--- config.mk ---
export PLATFORM = sky130hd
export DESIGN_NAME = ips_top
export DESIGN_NICKNAME = d
export VERILOG_FILES = /design/src/hdl/ips_pkg.sv /design/src/hdl/ips_prio_fanout.sv /design/src/hdl/ips_top.sv
export SDC_FILE = /design/constraint.sdc
export NUM_CORES = 1
export LEC_CHECK = 0
export ABC_AREA = 1
export ABC_CLOCK_PERIOD_IN_PS = 2400
export BUFFER_PORTS_ARGS = -buffer_cell sky130_fd_sc_hd__buf_2
export CAP_MARGIN = 0
export CORE_MARGIN = 4
export CORE_UTILIZATION = 38
export CTS_BUF_LIST = sky130_fd_sc_hd__clkbuf_8 sky130_fd_sc_hd__clkbuf_16
export CTS_CLUSTER_DIAMETER = 60
export DETAILED_ROUTE_END_ITERATION = 7
export GPL_ROUTABILITY_DRIVEN = 0
export PLACE_DENSITY = 0.75
export RECOVER_POWER = 25
export SYNTH_ARGS = -nofsm -noshare
export SYNTH_HDL_FRONTEND = slang
export SYNTH_HIERARCHICAL = 1
export SYNTH_SLANG_ARGS = --single-unit
--- constraint.sdc ---
create_clock -name hclk -period 2.4 [get_ports hclk]
set_input_delay 0.12 -clock hclk [delete_from_list [all_inputs] [get_ports hclk]]
set_output_delay 0.12 -clock hclk [all_outputs]
set_load 0.005 [all_outputs]
--- src/hdl/ips_pkg.sv ---
/*
 * package for the interrupt priority select block: register offsets,
 * field positions, reset values and bus encodings.
 * assumes an ahb-lite bus with 32-bit data and word-aligned registers.
 */
package ips_pkg;

    // ==========================================================
    // bus encodings
    localparam logic [1:0] IPS_HTRANS_NONSEQ = 2'h2;
    localparam logic [1:0] IPS_HTRANS_SEQ    = 2'h3;
    localparam logic [2:0] IPS_HSIZE_WORD    = 3'h2;
    localparam logic       IPS_HRESP_OKAY    = 1'h0;

    // ==========================================================
    // register map (byte addresses)
    localparam logic [7:0] IPS_PRIO_OFFSET   = 8'h00;
    localparam logic [7:0] IPS_STATUS_OFFSET = 8'h04;

    // ==========================================================
    // priority register fields
    localparam int         IPS_PRIO_WIDTH     = 8;
    localparam int         IPS_BIT_CLK_VALID  = 7;
    localparam int         IPS_BIT_RESERVED   = 6;
    localparam int         IPS_BIT_EXT7       = 5;
    localparam int         IPS_BIT_EXT6       = 4;
    localparam int         IPS_BIT_EXT5       = 3;
    localparam int         IPS_BIT_EXT4       = 2;
    localparam int         IPS_BIT_CONV_DONE  = 1;
    localparam int         IPS_BIT_TIMER3     = 0;
    localparam logic [7:0] IPS_PRIO_RESET     = 8'h00;
    localparam logic [7:0] IPS_PRIO_WMASK     = 8'hBF;

    // ==========================================================
    // status register fields
    localparam int         IPS_STAT_HIGH_CNT_LSB = 0;
    localparam int         IPS_STAT_RSVD_ERR     = 8;

endpackage

--- src/hdl/ips_prio_fanout.sv ---
/*
 * splits the held priority byte into one level per interrupt source
 * and counts how many sources sit at high priority.
 * assumes its input comes from a register on the same clock.
 */
module ips_prio_fanout
    import ips_pkg::*;
(
    input  wire logic [7:0] prio_bits,
    output logic            clock_valid_prio,
    output logic            ext_irq7_prio,
    output logic            ext_irq6_prio,
    output logic            ext_irq5_prio,
    output logic            ext_irq4_prio,
    output logic            conv_done_prio,
    output logic            third_timer_prio,
    output logic [3:0]      high_count
);

    // ==========================================================
    // per-source levels: 0 low, 1 high
    // clock valid level
    assign clock_valid_prio = prio_bits[IPS_BIT_CLK_VALID];
    assign ext_irq7_prio    = prio_bits[IPS_BIT_EXT7];
    assign ext_irq6_prio    = prio_bits[IPS_BIT_EXT6];
    assign ext_irq5_prio    = prio_bits[IPS_BIT_EXT5];
    assign ext_irq4_prio    = prio_bits[IPS_BIT_EXT4];
    assign conv_done_prio   = prio_bits[IPS_BIT_CONV_DONE];
    assign third_timer_prio = prio_bits[IPS_BIT_TIMER3];

    // ==========================================================
    // population count of high-priority sources, reserved bit skipped
    always_comb begin
        high_count = 4'h0;
        for (int i = 0; i < IPS_PRIO_WIDTH; i++) begin
            if (i != IPS_BIT_RESERVED) begin
                high_count = high_count + {3'h0, prio_bits[i]};
            end
        end
    end

endmodule

--- src/hdl/ips_top.sv ---
/*
 * interrupt priority select register with an ahb-lite slave port.
 * holds one priority bit per interrupt source and drives the levels to
 * the arbitration logic, plus a read-only status word with the number
 * of high-priority sources and a sticky flag for writes that set the
 * reserved bit.
 * assumes one clock and a single bus master issuing single word
 * transfers; all answers are zero wait state and always okay.
 * assumes the bus inputs come from logic on hclk, so none of them is
 * synchronised here; the levels change one cycle after the register.
 */
// Operation
// - clock valid interrupt: bit 0 means low, 1 means high priority
// - clock valid priority bit lives at bit 7
// - bit 6 reserved: software writes zero, reads always return zero
// - bit 5 selects ext irq 7 priority, 0 low 1 high
// - bit 4 selects ext irq 6 priority, 0 low 1 high
// - bit 3 selects ext irq 5 priority, 0 low 1 high
// - bit 2 selects ext irq 4 priority, 0 low 1 high
// - bit 1 selects converter end-of-conversion priority, 0 low 1 high
// - bit 0 holds timer 3 priority
module ips_top
    import ips_pkg::*;
(
    input  wire logic        hclk,
    input  wire logic        hresetn,
    input  wire logic        hsel,
    input  wire logic [7:0]  haddr,
    input  wire logic [1:0]  htrans,
    input  wire logic        hwrite,
    input  wire logic [2:0]  hsize,
    input  wire logic [31:0] hwdata,
    input  wire logic        hready,
    output logic [31:0]      hrdata,
    output logic             hreadyout,
    output logic             hresp,
    output logic             clock_valid_prio,
    output logic             ext_irq7_prio,
    output logic             ext_irq6_prio,
    output logic             ext_irq5_prio,
    output logic             ext_irq4_prio,
    output logic             conv_done_prio,
    output logic             third_timer_prio
);

    // ==========================================================
    // declarations
    logic [7:0]  prio_reg;
    logic        rsvd_err_reg;
    logic        wr_pend_reg;
    logic [7:0]  wr_addr_reg;
    logic [31:0] hrdata_reg;
    logic        clk_valid_q, ext7_q, ext6_q, ext5_q, ext4_q, conv_q, tmr3_q;
    logic        clk_valid_w, ext7_w, ext6_w, ext5_w, ext4_w, conv_w, tmr3_w;
    logic [3:0]  high_count;
    logic        access;
    logic [31:0] rd_value;
    logic        hreadyout_reg;
    logic        hresp_reg;

    // decode of one register address, used for reads and writes
    function automatic logic is_reg(input logic [7:0] addr, input logic [7:0] off);
        is_reg = (addr[7:2] == off[7:2]);
    endfunction

    // ==========================================================
    // elaboration checks: the byte-wide register, the fanout and the
    // status word are written for this layout and refuse any other
    if (IPS_PRIO_WIDTH != 8) begin : g_chk_width
        $error("priority register width must be eight");
    end
    // every field must sit inside the byte
    if (IPS_BIT_CLK_VALID >= IPS_PRIO_WIDTH || IPS_BIT_RESERVED >= IPS_PRIO_WIDTH) begin : g_chk_top_bits
        $error("clock valid or reserved field outside the register");
    end
    if (IPS_BIT_EXT7 >= IPS_PRIO_WIDTH || IPS_BIT_EXT6 >= IPS_PRIO_WIDTH) begin : g_chk_ext_hi
        $error("ext irq 7 or 6 field outside the register");
    end
    if (IPS_BIT_EXT5 >= IPS_PRIO_WIDTH || IPS_BIT_EXT4 >= IPS_PRIO_WIDTH) begin : g_chk_ext_lo
        $error("ext irq 5 or 4 field outside the register");
    end
    if (IPS_BIT_CONV_DONE >= IPS_PRIO_WIDTH || IPS_BIT_TIMER3 >= IPS_PRIO_WIDTH) begin : g_chk_low_bits
        $error("conversion or timer field outside the register");
    end
    // the write mask and reset value must keep the reserved bit clear,
    // otherwise a read could return it as one
    if (IPS_PRIO_WMASK[IPS_BIT_RESERVED] != 1'h0) begin : g_chk_wmask
        $error("write mask must clear the reserved bit");
    end
    // every other bit is a source and must stay writable
    if ($countones(IPS_PRIO_WMASK) != IPS_PRIO_WIDTH - 1) begin : g_chk_wmask_ones
        $error("write mask must keep all seven source bits");
    end
    if (IPS_PRIO_RESET[IPS_BIT_RESERVED] != 1'h0) begin : g_chk_reset
        $error("reset value must clear the reserved bit");
    end
    // both registers are whole aligned words at different addresses
    if (IPS_PRIO_OFFSET[1:0] != 2'h0 || IPS_STATUS_OFFSET[1:0] != 2'h0) begin : g_chk_align
        $error("register offsets must be word aligned");
    end
    if (IPS_PRIO_OFFSET[7:2] == IPS_STATUS_OFFSET[7:2]) begin : g_chk_overlap
        $error("priority and status registers share a word");
    end
    // the four-bit count sits below the flag in the 32-bit status word
    if (IPS_STAT_HIGH_CNT_LSB + 4 > IPS_STAT_RSVD_ERR || IPS_STAT_RSVD_ERR > 31) begin : g_chk_status
        $error("status fields overlap or leave the word");
    end

    // ==========================================================
    // address phase qualification; hsize is not decoded because only
    // whole-word transfers are served, and narrower ones act as words
    assign access = hsel && hready && (htrans == IPS_HTRANS_NONSEQ || htrans == IPS_HTRANS_SEQ);

    // write strobe for the data phase: the address phase is taken here
    // and the data arrives a cycle later, so the decision is remembered
    always_ff @(posedge hclk or negedge hresetn) begin
        if (!hresetn) begin
            wr_pend_reg <= 1'h0;
        end else begin
            wr_pend_reg <= access && hwrite;
        end
    end

    // address of that write, kept for the same reason; loading it on
    // every cycle is harmless because only wr_pend_reg qualifies it
    always_ff @(posedge hclk or negedge hresetn) begin
        if (!hresetn) begin
            wr_addr_reg <= 8'h00;
        end else begin
            wr_addr_reg <= haddr;
        end
    end

    // ==========================================================
    // priority register
    always_ff @(posedge hclk or negedge hresetn) begin
        if (!hresetn) begin
            prio_reg <= IPS_PRIO_RESET;
        end else if (wr_pend_reg && is_reg(wr_addr_reg, IPS_PRIO_OFFSET)) begin
            prio_reg <= hwdata[7:0] & IPS_PRIO_WMASK;
        end
    end

    // sticky flag when software breaks the write-zero promise; read clears it
    // in its address phase, the same edge that loads hrdata, so the read
    // that clears the flag still returns it as one
    always_ff @(posedge hclk or negedge hresetn) begin
        if (!hresetn) begin
            rsvd_err_reg <= 1'b0;
        end else if (wr_pend_reg && is_reg(wr_addr_reg, IPS_PRIO_OFFSET) && hwdata[IPS_BIT_RESERVED]) begin
            // set wins over a read clear in the same cycle
            rsvd_err_reg <= 1'b1;
        end else if (access && !hwrite && is_reg(haddr, IPS_STATUS_OFFSET)) begin
            rsvd_err_reg <= 1'b0;
        end
    end

    // ==========================================================
    // per-source split and high-priority count
    // the count feeds only the status word, never the levels
    ips_prio_fanout u_fanout (
        .prio_bits        (prio_reg),
        .clock_valid_prio (clk_valid_w),
        .ext_irq7_prio    (ext7_w),
        .ext_irq6_prio    (ext6_w),
        .ext_irq5_prio    (ext5_w),
        .ext_irq4_prio    (ext4_w),
        .conv_done_prio   (conv_w),
        .third_timer_prio (tmr3_w),
        .high_count       (high_count)
    );

    // ==========================================================
    // read mux; unmapped words read zero
    // decoded from the live address so the word is loaded at the
    // address phase edge and stands for the whole data phase
    always_comb begin
        rd_value = 32'h0000_0000;
        if (is_reg(haddr, IPS_PRIO_OFFSET)) begin
            rd_value[7:0] = prio_reg & IPS_PRIO_WMASK;
        end else if (is_reg(haddr, IPS_STATUS_OFFSET)) begin
            rd_value[IPS_STAT_HIGH_CNT_LSB +: 4] = high_count;
            rd_value[IPS_STAT_RSVD_ERR]          = rsvd_err_reg;
        end
    end

    // read data registered for the data phase
    always_ff @(posedge hclk or negedge hresetn) begin
        if (!hresetn) begin
            hrdata_reg <= 32'h0000_0000;
        end else if (access && !hwrite) begin
            hrdata_reg <= rd_value;
        end
    end

    // ==========================================================
    // registered priority outputs, one flip-flop per source, one cycle
    // behind the register; the extra cycle keeps the count and fanout
    // logic off the arbitration inputs and lets them leave from registers
    // clock valid level
    always_ff @(posedge hclk or negedge hresetn) begin
        if (!hresetn) begin
            clk_valid_q <= 1'h0;
        end else begin
            clk_valid_q <= clk_valid_w;
        end
    end

    always_ff @(posedge hclk or negedge hresetn) begin
        if (!hresetn) begin
            ext7_q <= 1'h0;
        end else begin
            ext7_q <= ext7_w;
        end
    end

    always_ff @(posedge hclk or negedge hresetn) begin
        if (!hresetn) begin
            ext6_q <= 1'h0;
        end else begin
            ext6_q <= ext6_w;
        end
    end

    always_ff @(posedge hclk or negedge hresetn) begin
        if (!hresetn) begin
            ext5_q <= 1'h0;
        end else begin
            ext5_q <= ext5_w;
        end
    end

    always_ff @(posedge hclk or negedge hresetn) begin
        if (!hresetn) begin
            ext4_q <= 1'h0;
        end else begin
            ext4_q <= ext4_w;
        end
    end

    always_ff @(posedge hclk or negedge hresetn) begin
        if (!hresetn) begin
            conv_q <= 1'h0;
        end else begin
            conv_q <= conv_w;
        end
    end

    always_ff @(posedge hclk or negedge hresetn) begin
        if (!hresetn) begin
            tmr3_q <= 1'h0;
        end else begin
            tmr3_q <= tmr3_w;
        end
    end

    // ==========================================================
    // bus response: zero wait state and always okay, held in flip-flops
    // so every slave output leaves from a register as well
    always_ff @(posedge hclk or negedge hresetn) begin
        if (!hresetn) begin
            hreadyout_reg <= 1'h1;
        end else begin
            hreadyout_reg <= 1'h1;
        end
    end

    always_ff @(posedge hclk or negedge hresetn) begin
        if (!hresetn) begin
            hresp_reg <= IPS_HRESP_OKAY;
        end else begin
            hresp_reg <= IPS_HRESP_OKAY;
        end
    end

    // ==========================================================
    // output wiring
    assign clock_valid_prio = clk_valid_q;
    assign ext_irq7_prio    = ext7_q;
    assign ext_irq6_prio    = ext6_q;
    assign ext_irq5_prio    = ext5_q;
    assign ext_irq4_prio    = ext4_q;
    assign conv_done_prio   = conv_q;
    assign third_timer_prio = tmr3_q;
    assign hrdata           = hrdata_reg;
    assign hreadyout        = hreadyout_reg;
    assign hresp            = hresp_reg;

endmodule

# ---- Word level (Yosys, flattened, before mapping)
# Cells that the tools add are included.
dict set report totals {
  register_bits 33
  mem_count 0
  out_inout_bits 41
  latchBits 0
  word_cells 40
  romBits 0
  ram_bits 0
}
dict set report classes {
  n_mul 0
  n_lt_le_gt_ge 0
  eq_ne 3
  div 0
  bitwise_logic 0
  n_shift 0
  n_reduce_logical 12
  add_sub_neg 6
  n_mux 7
}
# cell count
set ops {}
lappend ops {{$add A4 B1 Y4} 5}
lappend ops {{$logic_not A6 Y1} 2}
lappend ops {{$mux W4} 3}
lappend ops {{$logic_and A1 B1 Y1} 7}
lappend ops {{$eq A6 B1 Y1 const B} 1}
lappend ops {{$eq A2 B2 Y1 const B} 2}
lappend ops {{$mux W1} 4}
lappend ops {{$add A1 B1 Y2} 1}
lappend ops {{$reduce_bool A2 Y1} 1}
lappend ops {{$logic_not A1 Y1} 1}
lappend ops {{$logic_or A1 B1 Y1} 1}

# ---- Logic depth before layout (Yosys ltp)
# Gate-level depths: netlist of run 1.
dict set report depth {
  word_depth 8
  ltp_mapped 8
  mapped_depth_nobuf 8
}

# ---- Cells and area by module
# The synthesis of run 1 kept the hierarchy.
# mod seq_area_each_um2 area_per_inst_um2 cells_each instances
set by_module_without_submodules {}
lappend by_module_without_submodules {ips_top 750.7 1313.8 131 1}
lappend by_module_without_submodules {ips_prio_fanout 0.0 173.9 21 1}

# ---- Worst setup path before layout of run 1
# Ideal clock, no wire load.
dict set report synth_timing {
  kind {register -> register}
  startpoint {register prio_reg[0]}
  endpoint {register hrdata_reg[1] (netlist: hrdata[1])}
  setup_slack_ps -83
  path_buffers 0
  arrival_ps 2358
  path_stages_with_launch 9
  cell_sequence {dfrtp_1 > inv_1 > fa_1 > fa_1 > inv_1 > fa_1 > fa_1 > nand3_1 > nand3_1}
}
dict set report synth_between {
  elab_chain_cells 8
}
# element line_no
set synth_lines {}
lappend synth_lines {{from (decl)} ips_top.sv:48} ;# logic [7:0] prio_reg;
lappend synth_lines {{from (signal assigned)} ips_top.sv:140} ;# prio_reg <= hwdata[7:0] & IPS_PRIO_WMASK;
lappend synth_lines {{$add A1 B1 Y2} ips_prio_fanout.sv:37} ;# high_count = high_count + {3'h0, prio_bits[i]};
lappend synth_lines {{$add A4 B1 Y4 (5 in a row)} ips_prio_fanout.sv:37}
lappend synth_lines {{via high_count[1]} ips_top.sv:55} ;# logic [3:0] high_count;
lappend synth_lines {{$mux W4} ips_top.sv:181} ;# end else if (is_reg(haddr, IPS_STATUS_OFFSET)) begin
lappend synth_lines {{$mux W4} ips_top.sv:179} ;# if (is_reg(haddr, IPS_PRIO_OFFSET)) begin
lappend synth_lines {{to (signal assigned)} ips_top.sv:192} ;# hrdata_reg <= rd_value;
lappend synth_lines {{to (decl)} ips_top.sv:52} ;# logic [31:0] hrdata_reg;
# The timed path passes the listed nets, and every way through them passes these cells.
# A chain may end at the register's enable or synchronous reset.

# ---- Final worst setup path of run 1
# Same ends and word-level chain as after synthesis.

==> results of run 1 <==
[path summary, 6_finish.rpt]
check	endpoint	slack, ns	cells after the start
max in group asynchronous	hrdata[2]	1.60	2
max reg2reg	hrdata[1]	-0.06	8
min in group asynchronous	third_timer_prio	0.39	2
max	hrdata[1]	-0.06	8
min reg2reg	ext_irq7_prio	0.44	0
min	prio_reg[0]	0.07	3
[kinds of logic after synthesis]
logic type / count (synthesis) / share of synthesized area
fa+ha+maj: 4 / 0.05383
other cells: 3 / 0.007569
buf+inv: 47 / 0.2077
simple gates: 68 / 0.2263
flops: 30 / 0.5046
[worst reg2reg max path: cells and delay by family (launching register included)]
kind / cells / cell delay, ns
and+or+nand+nor: 2 / 0.15
adders and majority gates: 4 / 1.69
DFF: 1 / 0.39
buffers and inverters: 2 / 0.12
[power by group through the flow]
stage | sequential, mW | clock, mW | combinational [mW]
2_1_floorplan | 0.547 | 0 | 0.0792
3_3_place_gp | 0.545 | 0 | 0.0861
3_5_place_dp | 0.546 | 0 | 0.0889
4_1_cts | 0.537 | 0.414 | 0.0979
5_1_grt | 0.539 | 0.442 | 0.109
6_report | 0.537 | 0.402 | 0.0939
[synthesized netlist by cell type, drive strengths merged]
master	count	area share
fa	4	0.054
buf	35	0.18
or2	1	0.0042
dfrtp	30	0.50
conb	3	0.0076
and2	1	0.0042
nor3b	1	0.013
nand2	32	0.086
nor2	8	0.032
clkbuf	1	0.0034
nand3	25	0.087
inv	11	0.028
[metal layers]
layer	vias up	routed length, um	part of all wire
li1	487	-	-
met1	491	960	0.36
met2	41	1346	0.51
met3	5	269	0.10
met4	0	63	0.024
met5	-	0	0
[through the flow]
step	setup WS (ns)	TNS (ns)
6_report	-0.06382	-0.07530
5_1_grt	-0.1734	-0.2642
4_1_cts	-0.08724	-0.1123
3_5_place_dp	-0.07789	-0.08764
3_3_place_gp	-0.05747	-0.05747
2_1_floorplan	-0.04155	-0.04155
[final cells by class]
cell class                 count  area [um2]
timing repair buffer          44       252.7
multi-input combinational     99       515.5
fill                         366        2004
tap                           48       60.06
clock buffer                   6       82.58
clock inverter                 2       8.758
inverter                      11       41.29
sequential                    30       750.7
[repair_timing]
action,4_1_cts,5_1_grt
hold buffers,7,0
setup endpoints to repair,2,2
gates resized for setup,1,1
hold endpoints to repair,36,0
pin swaps,0,2
==> summary.txt, run 1 <==
Run status
  • Run status: finished with violations
  • Violations in the final reports: negative setup slack

Logic synthesis
  • Combined area of all synthesized cells: 0.001488 mm2
  • Synthesis-stage register bit count: 30
  • Sequential area share after synthesis: 0.5046
  • Post-Syn Area per Cell: 9.787 um2
  • Synthesized instance count: 152
  • Synth warn: 6
  • Distinct cells, synth: 16

Critical path
  • Worst reg2reg path startpoint: prio_reg[0]
  • Worst Setup Path Type: reg2reg
  • CP dominant cell by count: fa_1
  • Crit start category: flop
  • CP endpoint kind: flop
  • CP delay by family, top: adder cells
  • Critical path, cell by cell: inv_2 -> fa_1 -> fa_1 -> inv_1 -> fa_2 -> fa_1 -> nand3_1 -> nand3_1
  • Peak fanout along the critical path: 2
  • Critical path buffer and inverter count: 2
  • Critical Path AT: 2.63 ns
  • Crit path required time: 2.56 ns
  • Crit path max-delay cell type: fa_1
  • Crit path largest cell delay: 0.49 ns
  • Crit. Startpoint: prio_reg[0]

Drt
  • First DRT Iteration DRCs: 60
  • Average wire length per cell after detail routing: 11.00 um
  • Antenna violation net count after detailed routing: 0
  • Pre-antenna DRT Iters: 4
  • Total via count in the routed design: 1024
  • Sum of routed wire length over all layers: 2.640 mm
  • Residual DRC count: 0
  • Via/cell ratio: 4.267

Floorplanning
  • Count of pins on the block boundary: 91
  • Die W: 70.57 um
  • Area of the die: 0.004980 mm2
  • Placeable core region: 0.003716 mm2
  • FP Rows: 22
  • Effective utilization at floorplan: 0.4003
  • Height of the chip: 70.57 um

Layout
  • Final Instance Count excl. Fillers: 240
  • Nets@finish: 245
  • Most common library cell in the layout ignoring fill and taps: nand2_1
  • Antenna diodes: 0
  • Layout Cell Area excl Fill: 0.001712 mm2
  • Relative area change from synthesis to final layout: 15.05%
  • Post-layout utilization of the core: 0.4606
  • Layout cells sized above 1: 0.2396
  • Most frequent cells in the layout: 31 x nand2_1, 30 x dfrtp_1, 29 x buf_2
  • Largest register FFs: 8

STA
  • Normalized max-slew margin: 0.5829
  • Hold WS: 0.07160 ns
  • Period minus WS final: 2.464 ns
  • Slew at the pin closest to its max-slew limit: 0.6256 ns
  • Part of the cycle the worst path needs: 1.027
  • Hold Violations, Final: 0
  • Endpoints failing setup: 2
  • Max-slew violations: 0
  • Highest clock rate: 405.9 MHz
  • Worst Setup Slack, final: -0.06382 ns
  • Post-route clock skew: 0.005431 ns
  • RSZ-0062 raised after global routing: true

Global routing
  • Total global-route track usage: 0.1156
  • Met1 usage in global routing: 0.1140
  • GRT met2 Usage: 0.1975
  • Antenna violations before repair: 0
  • Maximum number of pins on one net before global-route repair: 31
  • Global routing's busiest layer: met2
  • Sum of overflow across all layers after global routing: 0
  • Via count of the first global-routing pass: 1029
  • Met3 layer usage reported by global route: 0.05540
  • Wire length of the first global-routing pass: 4.353 mm

Place
  • Post-DP Area: 0.001565 mm2
  • Dpl cells: 225
  • Post-DP HPWL: 2.020 mm
  • Count of buffers from port buffering: 34

CTS
  • Clock tree sinks: 30
  • # Post-CTS Setup Buffers: 0
  • Worst-case clock buffer depth: 2
  • TritonCTS clock tree: built
  • CTS H-tree depth: 2
  • Clk root buf: clkbuf_8
  • Number of CTS-inserted buffers: 5
  • Clock insertion delay at the later pin of the skew report: 0.28 ns
  • Clock transition at path regs: 0.06 ns

Pwr
  • Total power: 1.033 mW
  • P_int: 0.7913 mW
  • Portion of total power attributed to sequential cells: 0.520
  • Leakage power of the design: 0.8980 nW
  • PwrDens: 603.6 mW/mm2
  • Net load switching power: 0.2419 mW
  • Combinational power share: 0.091
  • VDD IR max: 0.2705 mV
  • Switching fraction of total power: 0.2341
  • Clk network pwr share: 0.390

Hold path
  • Hold Path Class: in2reg
  • Start point of the worst min-delay path: hwdata[0]

Job
  • Reported max-cap violation count: 0
No activity file was read; power rests on OpenSTA's default activity.
==> run 2, diff against run 1 <==
--- a/config.mk
+++ b/config.mk
@@ -16,7 +16,6 @@
 export DETAILED_ROUTE_END_ITERATION = 7
 export GPL_ROUTABILITY_DRIVEN = 0
 export PLACE_DENSITY = 0.75
-export RECOVER_POWER = 25
 export SYNTH_ARGS = -nofsm -noshare
 export SYNTH_HDL_FRONTEND = slang
 export SYNTH_HIERARCHICAL = 1
==> summary.txt, run 2 (synthesis gave the netlist of run 1 again) <==
Place
  • Dpl cells: 225 (unchanged)
  • Post-DP HPWL: 2.020 mm (unchanged)
  • Count of buffers from port buffering: 34 (unchanged)
  • Post-DP Area: 0.001565 mm2 (unchanged)
  • Place WS: -0.07789 ns (unchanged)

Drt
  • Antenna violation net count after detailed routing: 0 (unchanged)
  • Residual DRC count: 0 (unchanged)
  • First DRT Iteration DRCs: 60 (unchanged)
  • Via/cell ratio: 4.267 (unchanged)
  • Total via count in the routed design: 1024 (unchanged)
  • Average wire length per cell after detail routing: 10.99 um (-0.11%)
  • Pre-antenna DRT Iters: 4 (unchanged)
  • Sum of routed wire length over all layers: 2.637 mm (-0.11%)

Critical path
  • Reg2reg end: hrdata[1]
  • Crit path required time: 2.56 ns (about the same)
  • Critical Path AT: 2.63 ns (about the same)
  • Register-to-Register Setup Slack: -0.06 ns (about the same)
  • Crit start category: flop
  • CP delay by family, top: adder cells
  • Worst reg2reg path startpoint: prio_reg[0]
  • Critical path buffer and inverter count: 2 (unchanged)
  • Critical path, cell by cell: inv_2 -> fa_1 -> fa_1 -> inv_1 -> fa_2 -> fa_1 -> nand3_1 -> nand3_1
  • Peak fanout along the critical path: 2 (unchanged)
  • Worst Reg-to-Reg Cells: 8 (unchanged)
  • Worst Setup Path Type: reg2reg
  • Crit. Startpoint: prio_reg[0]
  • Crit path max-delay cell type: fa_1
  • Crit path largest cell delay: 0.49 ns (about the same)
  • CP dominant cell by count: fa_1
  • Stages on the worst setup path: 8 (unchanged)
  • CP endpoint kind: flop
  • End point of the critical path: hrdata[1]

CTS
  • CTS H-tree depth: 2 (unchanged)
  • Worst-case clock buffer depth: 2 (unchanged)
  • Clock insertion delay at the later pin of the skew report: 0.28 ns (about the same)
  • Clock transition at path regs: 0.06 ns (about the same)
  • Number of CTS-inserted buffers: 5 (unchanged)
  • Clock tree sinks: 30 (unchanged)
  • TritonCTS clock tree: built
  • Clk root buf: clkbuf_8

STA
  • Slew at the pin closest to its max-slew limit: 0.6251 ns (-0.0004658 ns)
  • Highest clock rate: 405.8 MHz (about the same)
  • Post-route clock skew: 0.005420 ns (-0.00001141 ns)
  • RSZ-0062 raised after global routing: true
  • Max-slew violations: 0 (unchanged)
  • Part of the cycle the worst path needs: 1.027 (about the same)
  • Endpoints failing setup: 2 (unchanged)
  • Period minus WS final: 2.464 ns (+0.0001603 ns)
  • Hold Violations, Final: 0 (unchanged)
  • Worst Setup Slack, final: -0.06398 ns (-0.0001603 ns)
  • Normalized max-slew margin: 0.5832 (about the same)

Layout
  • Sequential cell area: 750.7 um2 (unchanged)
  • Most frequent cells in the layout: 34 x buf_2, 31 x nand2_1, 30 x dfrtp_1
  • Filler Cells Inserted: 361 (-1.4%)
  • Antenna diodes: 0 (unchanged)
  • Most common library cell in the layout ignoring fill and taps: buf_2
  • Final Instance Count excl. Fillers: 240 (unchanged)
  • Layout cells sized above 1: 0.2760 (+0.03646)
  • Area occupied by multi-input gates: 520.5 um2 (+0.97%)
  • Post-layout utilization of the core: 0.4646 (+0.004040)
  • Relative area change from synthesis to final layout: 16.06%
  • Nets@finish: 245 (unchanged)
  • Layout Cell Area excl Fill: 0.001727 mm2 (+0.88%)
  • Largest register FFs: 8 (unchanged)

Floorplanning
  • Die W: 70.57 um (unchanged)
  • Count of pins on the block boundary: 91 (unchanged)
  • Effective utilization at floorplan: 0.4003 (unchanged)
  • Area of the die: 0.004980 mm2 (unchanged)
  • Height of the chip: 70.57 um (unchanged)
  • FP Rows: 22 (unchanged)
  • Placeable core region: 0.003716 mm2 (unchanged)

Global routing
  • Wire length of the first global-routing pass: 4.353 mm (unchanged)
  • Sum of overflow across all layers after global routing: 0 (unchanged)
  • Via count of the first global-routing pass: 1029 (unchanged)
  • Maximum number of pins on one net before global-route repair: 31 (unchanged)
  • Antenna violations before repair: 0 (unchanged)
  • Total global-route track usage: 0.1156 (unchanged)

Run status
  • Run status: finished with violations
  • Violations in the final reports: negative setup slack

Pwr
  • Clk network pwr share: 0.389 (about the same)
  • VDD IR max: 0.2706 mV (about the same)
  • Net load switching power: 0.2421 mW (about the same)
  • P_int: 0.7933 mW (+0.25%)
  • Combinational power share: 0.093 (+0.002)
  • PwrDens: 599.6 mW/mm2 (-0.66%)
  • Switching fraction of total power: 0.2338 (-0.0003056)
  • Portion of total power attributed to sequential cells: 0.519 (about the same)
  • Leakage power of the design: 0.9159 nW (+2.0%)
  • Total power: 1.035 mW (+0.21%)

Job
  • Reported max-cap violation count: 0 (unchanged)

Hold path
  • Hold Path Class: in2reg
## run 2: cell count changes in the layout (fill, tap and decap cells not counted), sizes merged
| cell | previous run | this run |
|---|---|---|
| clkbuf | 12 | 6 |
| buf | 31 | 37 |
## run 2: area by class of cell
| cell class | instances | share of cell area |
|---|---|---|
| inverter | 11 | 0.02391 |
| multi-input combinational | 99 | 0.3014 |
| clock buffer | 6 | 0.04783 |
| clock inverter | 2 | 0.005072 |
| sequential | 30 | 0.4348 |
| timing repair buffer | 44 | 0.1522 |
| tap | 48 | 0.03478 |
## run 2: stage by stage
stage / hold slack, ns / TNS, ns
floorplan: -0.1756 / -0.04155
global placement: 0.1760 / -0.05747
detailed placement: 0.1808 / -0.08764
CTS: 0.06719 / -0.1123
global route: 0.07395 / -0.2640
finish: 0.07149 / -0.07570
## run 2: worst min path at each step
stage | from | to | cells past startpoint
5_1_grt | hwdata[3] | prio_reg[3] | 3
3_3_place_gp | hresetn | clock_valid_prio | 1
6_report | hwdata[0] | prio_reg[0] | 3
2_1_floorplan | hresetn | clock_valid_prio | 0
3_5_place_dp | hresetn | third_timer_prio | 1
4_1_cts | hwdata[1] | prio_reg[1] | 3
## run 2: timing repair
item,4_1_cts,5_1_grt
setup endpoints to repair,2,2
buffers inserted,0,0
gates resized for setup,1,1
endpoints found under the hold margin,36,0
hold buffers,7,0
pin swaps,0,2
## run 2: metal layers
metal	track usage	routed length (um)	vias up	part of all wire
li1	-	-	488	-
met1	0.1140	957	490	0.36
met2	0.1975	1346	41	0.51
met3	0.05540	269	5	0.10
met4	0.06681	63	0	0.024
met5	0	0	-	0
## run 2: worst min-delay path: cells and delay by family
kind | cells | cell delay (ns)
and+or+nand+nor | 2 | 0.12
buffers and inverters | 1 | 0.08
## run 2: power by group through the flow
| stage | clock network, mW | registers, mW | logic, mW |
|---|---|---|---|
| finish | 0.402 | 0.537 | 0.0960 |
| global route | 0.442 | 0.539 | 0.112 |
| CTS | 0.414 | 0.537 | 0.0979 |
| detailed placement | 0 | 0.546 | 0.0889 |
| global placement | 0 | 0.545 | 0.0861 |
| floorplan | 0 | 0.547 | 0.0792 |
==> run 3, diff against run 2 <==
--- a/config.mk
+++ b/config.mk
@@ -9,6 +9,7 @@
 export ABC_CLOCK_PERIOD_IN_PS = 2400
 export BUFFER_PORTS_ARGS = -buffer_cell sky130_fd_sc_hd__buf_2
 export CAP_MARGIN = 0
+export CORE_ASPECT_RATIO = 2
 export CORE_MARGIN = 4
 export CORE_UTILIZATION = 38
 export CTS_BUF_LIST = sky130_fd_sc_hd__clkbuf_8 sky130_fd_sc_hd__clkbuf_16
==> summary.txt, run 3 (synthesis gave the netlist of run 1 again) <==
Run status
  • Run status: finished with violations
  • Violations in the final reports: negative setup slack

Layout
  • Area occupied by multi-input gates: 520.5 um2 (unchanged)
  • Largest register FFs: 8 (unchanged)
  • Filler Cells Inserted: 374 (+3.6%)
  • Most common library cell in the layout ignoring fill and taps: buf_2
  • Layout cells sized above 1: 0.2708 (-0.005208)
  • Nets@finish: 245 (unchanged)
  • Relative area change from synthesis to final layout: 16.32%
  • Layout Cell Area excl Fill: 0.001730 mm2 (+0.22%)
  • Antenna diodes: 0 (unchanged)
  • Most frequent cells in the layout: 34 x buf_2, 31 x nand2_1, 30 x dfrtp_1
  • Final Instance Count excl. Fillers: 243 (+1.3%)
  • Post-layout utilization of the core: 0.4549 (-0.009712)
  • Sequential cell area: 750.7 um2 (unchanged)

Global routing
  • Wire length of the first global-routing pass: 4.326 mm (-0.62%)
  • Antenna violations before repair: 0 (unchanged)
  • Via count of the first global-routing pass: 977 (-5.1%)
  • Total global-route track usage: 0.1218 (+0.006287)
  • Maximum number of pins on one net before global-route repair: 31 (unchanged)
  • Sum of overflow across all layers after global routing: 0 (unchanged)

Critical path
  • Crit. Startpoint: prio_reg[3]
  • CP endpoint kind: flop
  • Register-to-Register Setup Slack: -0.09 ns (-0.03 ns)
  • Worst reg2reg path startpoint: prio_reg[3]
  • Worst Setup Path Type: reg2reg
  • Crit path required time: 2.62 ns (+0.06 ns)
  • Crit start category: flop
  • Critical Path AT: 2.71 ns (+0.08 ns)
  • Peak fanout along the critical path: 2 (unchanged)

STA
  • RSZ-0062 raised after global routing: true
  • Part of the cycle the worst path needs: 1.037 (+0.01057)
  • Post-route clock skew: 0.005865 ns (+0.0004453 ns)
  • Hold Violations, Final: 0 (unchanged)
  • Slew at the pin closest to its max-slew limit: 0.6478 ns (+0.02266 ns)
  • Max-slew violations: 0 (unchanged)
  • Worst Setup Slack, final: -0.08935 ns (-0.02537 ns)
  • Highest clock rate: 401.7 MHz (-1.0%)
  • Period minus WS final: 2.489 ns (+0.02537 ns)
  • Normalized max-slew margin: 0.5681 (-0.01511)
  • Endpoints failing setup: 2 (unchanged)

Floorplanning
  • Height of the chip: 96.49 um (+37%)
  • Effective utilization at floorplan: 0.3911 (-0.009218)
  • FP Rows: 32 (+45%)
  • Placeable core region: 0.003804 mm2 (+2.4%)
  • Count of pins on the block boundary: 91 (unchanged)
  • Die W: 52.25 um (-26%)
  • Area of the die: 0.005041 mm2 (+1.2%)

Pwr
  • Total power: 1.042 mW (+0.61%)
  • VDD IR max: 0.3859 mV (+43%)
  • Leakage power of the design: 0.9182 nW (+0.26%)
  • PwrDens: 602.0 mW/mm2 (+0.39%)

Drt
  • Met3 wire length: 246 um (-8.6%)
  • Sum of routed wire length over all layers: 2.687 mm (+1.9%)
  • Met1 WL: 841 um (-12%)
  • Antenna violation net count after detailed routing: 0 (unchanged)
  • Pre-antenna DRT Iters: 4 (unchanged)
  • Total via count in the routed design: 1007 (-1.7%)
  • First DRT Iteration DRCs: 11 (-82%)
  • Residual DRC count: 0 (unchanged)
  • Met2 WL: 1.519 mm (+13%)
  • Top sig layer: met4
  • Via/cell ratio: 4.144 (-2.9%)
  • Average wire length per cell after detail routing: 11.06 um (+0.64%)

CTS
  • Clock tree sinks: 30 (unchanged)
  • TritonCTS clock tree: built
  • Worst-case clock buffer depth: 2 (unchanged)
  • Clock transition at path regs: 0.06 ns (about the same)
  • # Post-CTS Setup Buffers: 0 (unchanged)
  • Number of CTS-inserted buffers: 5 (unchanged)
  • CTS H-tree depth: 2 (unchanged)
  • Clk root buf: clkbuf_8
  • Clock insertion delay at the later pin of the skew report: 0.28 ns (about the same)

Job
  • Reported max-cap violation count: 0 (unchanged)

Hold path
  • Start point of the worst min-delay path: hwdata[1]
  • Hold Path Class: in2reg

Place
  • Post-DP HPWL: 2.041 mm (+1.0%)
  • Post-DP Area: 0.001569 mm2 (+0.24%)
  • Dpl cells: 228 (+1.3%)
  • Count of buffers from port buffering: 34 (unchanged)
run 3: worst paths after layout:
path                       cells after the start             to
max reg2reg                                    8      hrdata[1]
min reg2reg                                    0  ext_irq7_prio
min                                            3    prio_reg[1]
max                                            8      hrdata[1]
min in group asynchronous                      2      hrdata[5]
max in group asynchronous                      2    prio_reg[4]
run 3: per-layer routing:
metal | vias up | global-route usage
li1 | 487 | -
met4 | 0 | 0.07036
met1 | 462 | 0.1087
met3 | 8 | 0.03840
met2 | 50 | 0.2290
met5 | - | 0
run 3: cell type report:
type / instances / area share
Sequential cell: 30 / 0.4338
Clock buffer: 6 / 0.04772
Tap cell: 51 / 0.03688
Clock inverter: 2 / 0.005061
Inverter: 11 / 0.02386
Timing Repair Buffer: 44 / 0.1518
Multi-Input combinational cell: 99 / 0.3008
run 3: critical path: stages, from the launching register on:
cell and delay [ns]:
dfrtp_1 0.36, inv_2 0.05, fa_1 0.48, fa_1 0.49, inv_1 0.05, fa_2 0.34, fa_1 0.49, nand3_1 0.07
nand3_1 0.10
run 3: timing repair:
action	in CTS	in global routing
hold endpoints to repair	36	0
gates resized for setup	1	0
setup endpoints to repair	2	2
hold buffers	7	0
pin swaps	1	0
run 3: power by group:
part	internal, mW	switching (mW)
combinational	0.0416	0.0564
clock	0.226	0.181
sequential	0.526	0.0106
total	0.794	0.248
run 3: metrics by stage:
step	TNS (ns)	setup WS, ns	hold slack (ns)
floorplan	-0.04155	-0.04155	-0.1756
finish	-0.09459	-0.08935	0.07271
global placement	-0.05942	-0.05942	0.1733
global route	-0.3376	-0.2096	0.07755
CTS	-0.1204	-0.09919	0.06486
detailed placement	-0.1190	-0.09659	0.1824
